--- config.mk ---
export PLATFORM = sky130hd
export DESIGN_NAME = prt_timer
export DESIGN_NICKNAME = d
export VERILOG_FILES = /design/src/prt_pkg.sv /design/src/prt_timer.sv
export VERILOG_INCLUDE_DIRS = /design/src
export SDC_FILE = /design/constraint.sdc
export NUM_CORES = 1
export LEC_CHECK = 0
export ABC_AREA = 1
export BUFFER_PORTS_ARGS = -buffer_cell sky130_fd_sc_hd__buf_2
export CORE_ASPECT_RATIO = 0.7
export CORE_MARGIN = 2
export CORE_UTILIZATION = 55
export CTS_CLUSTER_SIZE = 14
export DETAILED_ROUTE_END_ITERATION = 6
export MAX_ROUTING_LAYER = met4
export PLACE_DENSITY = 0.76
export SYNTH_ARGS = -nofsm -noshare
export SYNTH_HDL_FRONTEND = slang
export SYNTH_SLANG_ARGS = --single-unit
--- constraint.sdc ---
create_clock -name clk -period 2.85 [get_ports clk]
set_clock_uncertainty 0.1 [all_clocks]
set_input_delay 0.4275 -clock clk [delete_from_list [all_inputs] [get_ports clk]]
set_output_delay 0.4275 -clock clk [all_outputs]
set_load 0.01 [all_outputs]
--- src/prt_defines.svh ---
`ifndef PRT_DEFINES_SVH
`define PRT_DEFINES_SVH
// ------------------------------------------------------------
// Register map
// ------------------------------------------------------------
`define PRT_ADDR_STATUS 8'h1F
`define PRT_ADDR_CTRL 8'h3A
`define PRT_ADDR_WAKE 8'h39
`define PRT_ADDR_MODE 8'h3B
// ------------------------------------------------------------
// Field positions and reset values
// ------------------------------------------------------------
`define PRT_FLAG_BIT 7
`define PRT_ACK_BIT 6
`define PRT_PSEL_BIT 7
`define PRT_CNT_RESET 6'h3F
`define PRT_WAKE_RESET 6'h3F
`endif

--- src/prt_pkg.sv ---
package prt_pkg;
  typedef enum logic [1:0] {
    PRT_RUN = 2'h0,
    PRT_LIGHT_STOP = 2'h1,
    PRT_DEEP_STOP = 2'h3
  } prt_mode_e;
  typedef struct packed {
    logic [7:0] addr;
    logic [7:0] wdata;
    logic wr;
    logic rd;
  } prt_bus_s;
  typedef struct packed {
    logic por;
    logic stop_exit;
    logic sys_reset;
  } prt_rst_s;
endpackage : prt_pkg

--- src/prt_timer.sv ---
`timescale 1ns/1ps
`default_nettype none
`include "prt_defines.svh"
module prt_timer #(
  parameter int CW = 6
) (
  input wire logic clk,
  input wire logic resetn,
  input wire logic por_n,
  input wire logic stop_exit,
  input wire logic sys_reset,
  input wire logic wclk_tick,
  input wire logic [7:0] addr,
  input wire logic [7:0] wdata,
  input wire logic wr,
  input wire logic rd,
  output logic [7:0] rdata,
  output logic wake_flag,
  output logic wake_irq,
  output logic periodic_reset_req,
  output logic clock_restart_req,
  output logic deep_stop_por_req
);
  // ------------------------------------------------------------
  // Register state
  // ------------------------------------------------------------
  // por_n marks every power-on, stop exits included; resetn is every reset of the chip.
  // Retained fields reset only on a por_n that is not a stop exit, so every other reset keeps them.
  logic [CW-1:0] periodic_reset_count_r, periodic_reset_count_nxt;
  logic [CW-1:0] wake_interval_count_r, wake_interval_count_nxt;
  logic [CW-1:0] rcnt_r, rcnt_nxt;
  logic [CW-1:0] wcnt_r, wcnt_nxt;
  logic periodic_reset_flag_r, periodic_reset_flag_nxt;
  logic wake_flag_r, wake_flag_nxt;
  logic psel_r, psel_nxt;
  logic fresh_r, fresh_nxt;
  logic [1:0] mode_r, mode_nxt;
  logic [7:0] rdata_r, rdata_nxt;
  logic preq_r, preq_nxt, wirq_r, wirq_nxt, crst_r, crst_nxt, dpor_r, dpor_nxt;
  prt_pkg::prt_mode_e mode;
  logic wake_evt, rst_evt, wr_ctrl, wr_wake;
  // A power-on that comes from a stop exit must not clear retained bits
  logic true_por_n;

  function automatic logic is_zero(input logic [CW-1:0] v);
    is_zero = (v == '0);
  endfunction : is_zero

  assign true_por_n = por_n | stop_exit;
  assign mode = prt_pkg::prt_mode_e'(mode_r);
  assign wr_ctrl = wr && (addr == `PRT_ADDR_CTRL);
  assign wr_wake = wr && (addr == `PRT_ADDR_WAKE);
  // Wake interval expiry; the wake period is also the reset tick
  assign wake_evt = wclk_tick && !is_zero(wake_interval_count_r)
    && (wcnt_r + 1'b1 >= wake_interval_count_r);
  assign rst_evt = wake_evt && !is_zero(periodic_reset_count_r)
    && (rcnt_r + 1'b1 >= periodic_reset_count_r);

  // ------------------------------------------------------------
  // Next state
  // ------------------------------------------------------------
  always_comb begin
    periodic_reset_count_nxt = periodic_reset_count_r;
    wake_interval_count_nxt = wake_interval_count_r;
    rcnt_nxt = rcnt_r;
    wcnt_nxt = wcnt_r;
    periodic_reset_flag_nxt = periodic_reset_flag_r;
    wake_flag_nxt = wake_flag_r;
    psel_nxt = psel_r;
    fresh_nxt = fresh_r;
    mode_nxt = mode_r;
    rdata_nxt = 8'h00;
    // Counters
    if (wclk_tick && !is_zero(wake_interval_count_r)) begin
      wcnt_nxt = wake_evt ? '0 : wcnt_r + 1'b1;
    end
    if (wake_evt && !is_zero(periodic_reset_count_r)) begin
      rcnt_nxt = rst_evt ? '0 : rcnt_r + 1'b1;
    end
    // Control writes; data bit 7 is ignored except as page select in a status write
    if (wr_ctrl) begin
      if (wdata[`PRT_ACK_BIT]) begin
        periodic_reset_flag_nxt = 1'b0;
      end
      if (wdata[CW-1:0] != periodic_reset_count_r
          && !(is_zero(wdata[CW-1:0])
               && is_zero(wake_interval_count_r))) begin
        periodic_reset_count_nxt = wdata[CW-1:0];
        rcnt_nxt = '0;
      end
    end
    if (wr_wake) begin
      if (wdata[`PRT_ACK_BIT]) begin
        wake_flag_nxt = 1'b0;
      end
      if (wdata[CW-1:0] != wake_interval_count_r
          && !(is_zero(wdata[CW-1:0])
               && is_zero(periodic_reset_count_r))) begin
        wake_interval_count_nxt = wdata[CW-1:0];
        wcnt_nxt = '0;
      end
    end
    if (wr && addr == `PRT_ADDR_STATUS) begin
      psel_nxt = wdata[`PRT_PSEL_BIT];
    end
    if (wr && addr == `PRT_ADDR_MODE) begin
      mode_nxt = wdata[1:0];
    end
    // Set beats a same-cycle acknowledge
    if (rst_evt) begin
      periodic_reset_flag_nxt = 1'b1;
    end
    if (wake_evt) begin
      wake_flag_nxt = 1'b1;
    end
    if (wake_evt || rst_evt) begin
      fresh_nxt = 1'b1;
      mode_nxt = prt_pkg::PRT_RUN;
    end
    if (rd) begin
      case (addr)
        `PRT_ADDR_STATUS: begin
          rdata_nxt[`PRT_PSEL_BIT] = psel_r;
          if (!fresh_r) begin
            rdata_nxt[CW-1:0] = psel_r ? rcnt_r : wcnt_r;
          end
          fresh_nxt = 1'b0;
        end
        `PRT_ADDR_CTRL: begin
          rdata_nxt = {periodic_reset_flag_r, 1'b0,
                       periodic_reset_count_r};
        end
        `PRT_ADDR_WAKE: begin
          rdata_nxt = {wake_flag_r, 1'b0, wake_interval_count_r};
        end
        `PRT_ADDR_MODE: begin
          rdata_nxt = {6'h00, mode_r};
        end
        default: begin
          rdata_nxt = 8'h00;
        end
      endcase
    end
  end

  // ------------------------------------------------------------
  // Requests toward the core and reset logic
  // ------------------------------------------------------------
  always_comb begin
    preq_nxt = 1'b0;
    wirq_nxt = 1'b0;
    crst_nxt = 1'b0;
    dpor_nxt = 1'b0;
    if (wake_evt || rst_evt) begin
      case (mode)
        prt_pkg::PRT_LIGHT_STOP: begin
          crst_nxt = 1'b1;
        end
        prt_pkg::PRT_DEEP_STOP: begin
          dpor_nxt = 1'b1;
        end
        default: begin
          crst_nxt = 1'b0;
        end
      endcase
      preq_nxt = rst_evt;
      wirq_nxt = wake_evt && !rst_evt;
    end
  end

  // ------------------------------------------------------------
  // Registers
  // ------------------------------------------------------------
  // Only a true power-on clears flag and page select
  always_ff @(posedge clk or negedge true_por_n) begin
    if (!true_por_n) begin
      periodic_reset_flag_r <= 1'b0;
    end else begin
      periodic_reset_flag_r <= periodic_reset_flag_nxt;
    end
  end

  // Page select survives power-on that comes from stop exit
  always_ff @(posedge clk or negedge true_por_n) begin
    if (!true_por_n) begin
      psel_r <= 1'b0;
    end else if (stop_exit) begin
      psel_r <= psel_r;
    end else begin
      psel_r <= psel_nxt;
    end
  end

  // Timer fields: any reset presets count; programmed values otherwise kept
  always_ff @(posedge clk or negedge resetn) begin
    if (!resetn) begin
      periodic_reset_count_r <= `PRT_CNT_RESET;
      wake_interval_count_r <= `PRT_WAKE_RESET;
      rcnt_r <= '0;
      wcnt_r <= '0;
      wake_flag_r <= 1'b0;
      fresh_r <= 1'b0;
      mode_r <= 2'h0;
      rdata_r <= 8'h00;
      preq_r <= 1'b0;
      wirq_r <= 1'b0;
      crst_r <= 1'b0;
      dpor_r <= 1'b0;
    end else begin
      periodic_reset_count_r <= periodic_reset_count_nxt;
      wake_interval_count_r <= wake_interval_count_nxt;
      rcnt_r <= rcnt_nxt;
      wcnt_r <= wcnt_nxt;
      wake_flag_r <= wake_flag_nxt;
      fresh_r <= fresh_nxt;
      mode_r <= mode_nxt;
      rdata_r <= rdata_nxt;
      preq_r <= preq_nxt;
      wirq_r <= wirq_nxt;
      crst_r <= crst_nxt;
      dpor_r <= dpor_nxt;
    end
  end

  assign rdata = rdata_r;
  assign wake_flag = wake_flag_r;
  assign wake_irq = wake_flag_r; // Pending until acknowledged
  assign periodic_reset_req = preq_r;
  assign clock_restart_req = crst_r;
  assign deep_stop_por_req = dpor_r;
  // sys_reset is absorbed by resetn externally; kept for visibility
  logic unused_sys;
  assign unused_sys = sys_reset ^ wirq_r;
endmodule : prt_timer
`default_nettype wire

======== After elaboration in Yosys (flattened, before gate mapping) ========
Cells that the tools add are included.
cells by class
  reduce and logical (&&, ||, !) cells .... 30
  order comparisons ....................... 2
  equal/unequal tests ..................... 8
  $add $sub $neg .......................... 2
  bitwise logic cells ..................... 2
  multiplexer cells ....................... 28
operators with widths
  operator             number
  $mux 6               10
  $eq 8x6->1 const B   3
  $pmux 6 s4           1
  $logic_not 6->1      3
  $mux 1               13
  $add 6x1->6 const B  2
  $ge 6x6->1           2
  $logic_and 1x1->1    12
  $ne 6x6->1           2
  $reduce_and 2->1     5
  $reduce_bool 2->1    5
  $eq 8x5->1 const B   1
  $mux 8               1
  $logic_not 1->1      4
  $mux 2               2
  $pmux 1 s3           1
  $eq 2x1->1 const B   1
  $eq 2x2->1 const B   1
  $logic_or 1x1->1     1
  $not 1->1            1
  $or 1x1->1           1
storage, ports and cells
  register bits ........................... 41
  word-level logic and storage cells ...... 85
  output and inout port bits .............. 13
  input port bits ......................... 24

======== Longest topological paths before layout ========
  depth in word-level cells ............... 10
  gate-level depth with buffers ........... 16
  depth with buffers taken out ............ 16

======== Worst setup path before layout ========
OpenSTA, ideal clock, no wires.
  path kind ............................... reg-to-reg
  start point ............................. register wcnt_r[0]
  end point ............................... register rcnt_r[1]
  setup slack ............................. 0.711 ns
  buffers on the path ..................... 1
  arrival time ............................ 1.922 ns
  setup time .............................. 0.117 ns
  period minus slack after synthesis ...... 2.139 ns
  data required time ...................... 2.633 ns
  cell stages (with the launch flop) ...... 15
  cells stage by stage .................... dfrtp_1 -> ha_1 -> nand3_1 -> xor2_1 -> inv_1 -> ha_1 -> nand2_1 -> inv_1 -> a21oi_1 -> nand2_1 -> nand3_1 -> buf_2 -> nand2_1 -> nand2_1 -> nor2_1
on the way
  longest elaborated chain between the ends .. 9
ends and longest elaborated chain
  item                      RTL line                          source
  start: declaration        prt_timer.sv:32                   logic [CW-1:0] wcnt_r, wcnt_nxt;
  start signal: assignment  prt_timer.sv:213                  wcnt_r <= wcnt_nxt;
  $add 6x1->6 *             prt_timer.sv:55                   && (wcnt_r + 1'b1 >= wake_interval_count_r);
  $ge 6x6->1 *              prt_timer.sv:55
  $logic_and 1x1->1 *       prt_timer.sv:55
  $logic_and 1x1->1 *       prt_timer.sv:56, prt_timer.sv:77
  $logic_and 1x1->1         prt_timer.sv:57                   && (rcnt_r + 1'b1 >= periodic_reset_count_r);
  $mux 6                    prt_timer.sv:78                   rcnt_nxt = rst_evt ? '0 : rcnt_r + 1'b1;
  $mux 6 *                  prt_timer.sv:77                   if (wake_evt && !is_zero(periodic_reset_count_r)) begin
  $mux 6                    prt_timer.sv:85                   if (wdata[CW-1:0] != periodic_reset_count_r
  $mux 6 *                  prt_timer.sv:81                   if (wr_ctrl) begin
  named net rcnt_nxt[1]     prt_timer.sv:31                   logic [CW-1:0] rcnt_r, rcnt_nxt;
  end signal: assignment    prt_timer.sv:212                  rcnt_r <= rcnt_nxt;
  end: declaration          prt_timer.sv:31
Mark *: on every way through the listed nets, which the timed path passes. The rest lies on a longest branch.
A chain may end at the register's enable or synchronous reset.

======== Final worst setup path ========
  start point ............................. register wcnt_r[0]
  end point ............................... register wcnt_r[5]
on the way
  longest elaborated chain between the ends .. 7
ends and longest elaborated chain
  item                   RTL line                          source
  $add 6x1->6 *          prt_timer.sv:55, prt_timer.sv:75
  $ge 6x6->1             prt_timer.sv:55
  $logic_and 1x1->1      prt_timer.sv:55
  $mux 6 *               prt_timer.sv:75                   wcnt_nxt = wake_evt ? '0 : wcnt_r + 1'b1;
  $mux 6 *               prt_timer.sv:74                   if (wclk_tick && !is_zero(wake_interval_count_r)) begin
  $mux 6                 prt_timer.sv:96                   if (wdata[CW-1:0] != wake_interval_count_r
  $mux 6 *               prt_timer.sv:92                   if (wr_wake) begin
  named net wcnt_nxt[5]  prt_timer.sv:32
Marked as above.

==> run summary <==
final setup vio count = 0
worst setup margin = 0.3154 ns
Worst Max-Slew Pin Slew = 0.8466 ns
number of enable flip-flop cells after synthesis = 0
root buffer cell = clkbuf_8
Hold Vio Cnt, Final = 0
CP most frequent cell = nand2_1
Die Ht = 63.81 um
Post-DP Area = 3010 um2
dominant synthesized flop cell = dfrtp_1
Lkg Pwr = 1.836 nW
CTS clock-pin slew for the worst setup and hold paths = 0.08 ns
Max Fclk = 0.3945 GHz
drt wl/cell = 13.03 um
post-synthesis sequential area ratio = 0.3615
DR vias = 2574
Power, Total = 2.006 mW
first-pass GRT wire length = 11.45 mm
Synthesis Warnings = 0
DRT Wirelength = 6.659 mm
largest net degree at the start of global routing = 39
CTS max path bufs = 2
max_cap viols = 0
H-tree depth = 2
I/O pins = 37
Rel. slew slack = 0.4356
clk sinks = 40
type of origin of the critical path = register
synthesized area per cell = 6.922 um2
starting density of the core = 0.5781
Post-synth ARST share = 1.000
DR pass1 iterations = 4
number of global-route vias before repair = 2488
synthesized area = 2810 um2
RSZ-0062 raised after global routing = false
Tot GR Track Use = 0.2644
critical-path cell list = ha_1, nand3_1, xor2_1, inv_1, ha_1, nand2_1, inv_1, a21oi_1, nand2_1, nor2_1, nand2_1, nand2_1, nand2_1, inv_1
setup_tns = 0 ns
Core Rows = 21
WP data required = 2.99 ns
crit-path max FO = 7
post-layout min period = 2.535 ns
clk_lat worst skew = 0.30 ns
Yosys cell types = 32
Post-CTS Repair Setup Buffers = 0
Post-route DRC = 0
CTS tree = built
Nets = 479
Setup WS pre-CTS = 0.3420 ns
Post-Syn Instances = 406
Vias/cell = 5.037
Core Util, Final = 0.6474
initial antenna violation count = 0
antenna-violating nets left = 0
initial drt markers = 202
Setup CP Type = reg2reg
area delta synth->final = 11.98%
Bufs and invs on worst path = 3
Core ar. = 4861 um2
Num CTS Buffers = 5
pwr/cell area = 637.5 nW/um2
ant diodes = 0
Setup crit end kind = register
WP data arrival = 2.67 ns
status = finished, final reports clean
fillers = 445
Post-DP HPWL = 5.118 mm
IO buf count = 34
Chip Width = 89.44 um
slowest CP cell = dfrtp_1
max incr delay on CP = 0.48 ns
design area = 3147 um2
CP delay by family, top = simple AND/OR/NAND/NOR gates
Routability Congestion = 0.9543
share of layout cells above drive strength 1 = 0.1606
Max IR drop VDD = 0.3362 mV
Die ar. = 5706 um2
grt total ovfl = 0
flops & latches, synth = 40
max-slew violation count = 0
Tcrit/Tclk final = 0.8893
Synth Net Count = 444
Hold Path Class = in2async
==> registers in the layout, indices dropped and copies added, names as in the netlist, 2 cells and up <==
name	cells
mode	2
periodic_reset_count_r	6
rcnt_r	6
rdata	7
wake_interval_count_r	6
wcnt_r	6
==> path summary, 6_finish.rpt <==
kind                            startpoint               endpoint  slack [ns]  cells past startpoint
min in group clk                  wdata[7]                 psel_r        0.28                      3
worst max-delay path             wcnt_r[0]              wcnt_r[5]        0.32                     14
worst min-delay path                resetn     periodic_reset_req        0.13                      1
worst max register to register   wcnt_r[0]              wcnt_r[5]        0.32                     14
worst min register to register     mode[1]      clock_restart_req        0.37                      1
max in group asynchronous            por_n  periodic_reset_flag_r        1.54                      4
==> logic make-up (layout without fill, tap and decap cells) <==
family | count (synthesis) | in the layout | synth area share
buf+inv | 77 | 113 | 0.1122
fa+ha+maj | 14 | 14 | 0.06233
flops | 40 | 40 | 0.3615
simple gates | 239 | 239 | 0.3744
xor+xnor | 15 | 15 | 0.04675
compound gates | 20 | 20 | 0.04141
other cells | 1 | 1 | 0.001334
==> layout by cell type, fill, tap and decap left out, types with 2 or more instances in the layout <==
cell             n
nand2_1        125
dfstp_2         12
o21ai_2          2
nor2_4           2
nor2_1          49
nand2_2          3
ha_1            14
nand4_1         10
inv_2            2
xor2_1          15
nand3_1         39
dlygate4sd3_1    2
buf_2           34
nor3_1           3
dfrtp_1         28
a21oi_1          4
clkbuf_8         5
nand3_2          3
o21ai_0         10
inv_1           66
==> through the flow <==
step	instances	hold slack, ns
floorplan	406	0.03191
global placement	501	0.2014
detailed placement	501	0.2011
CTS	511	0.1644
global route	511	0.2115
finish	511	0.1316
==> worst register-to-register path: stages (launching register included) <==
cell	delay [ns]
dfrtp_1	0.48
ha_1	0.28
nand3_1	0.10
xor2_1	0.15
inv_1	0.08
ha_1	0.27
nand2_1	0.08
inv_1	0.05
a21oi_1	0.13
nand2_1	0.15
nor2_1	0.34
nand2_1	0.10
nand2_1	0.08
nand2_1	0.05
inv_1	0.05
==> final cells by class <==
| type | instances | area, um2 | area share |
|---|---|---|---|
| multi-input combinational | 289 | 1484 | 0.4716 |
| sequential | 40 | 1016 | 0.3229 |
| inverter | 69 | 259.0 | 0.08231 |
| timing repair buffer | 36 | 190.2 | 0.06044 |
| tap | 69 | 86.33 | 0.02744 |
| clock buffer | 5 | 68.82 | 0.02187 |
| clock inverter | 3 | 42.54 | 0.01352 |
==> layer usage <==
metal | wire [um] | share of wire | GRT usage
met1 | 3304 | 0.50 | 0.3883
met2 | 2810 | 0.42 | 0.3963
met3 | 484 | 0.073 | 0.04264
met4 | 60 | 0.0090 | 0.03731
met5 | 0 | 0 | -
==> power by group <==
part / internal [mW] / switching, mW / total, mW
Sequential: 0.669 / 0.112 / 0.781
Combinational: 0.278 / 0.477 / 0.756
Clock: 0.259 / 0.210 / 0.469
==> Yosys cell counts, types with 2 or more instances <==
library cell,count,share of area
nand2_1,125,0.17
inv_1,66,0.088
nor2_1,49,0.065
nand3_1,40,0.071
dfrtp_1,28,0.25
xor2_1,15,0.047
ha_1,14,0.062
dfstp_2,12,0.11
nand4_1,10,0.022
o21ai_0,10,0.018
a21oi_1,4,0.0071
buf_2,3,0.0053
nand2_2,3,0.0067
nor3_1,3,0.0053
buf_4,2,0.0053
buf_6,2,0.0080
inv_2,2,0.0027
nand3_2,2,0.0071
nor2_4,2,0.0080
o21ai_2,2,0.0062
==> repair_timing <==
action,4_1_cts,5_1_grt
hold buffers,2,0
hold endpoints to repair,2,0
setup endpoints to repair,0,1
gates resized for setup,0,1
No activity file was read; power rests on OpenSTA's default activity.
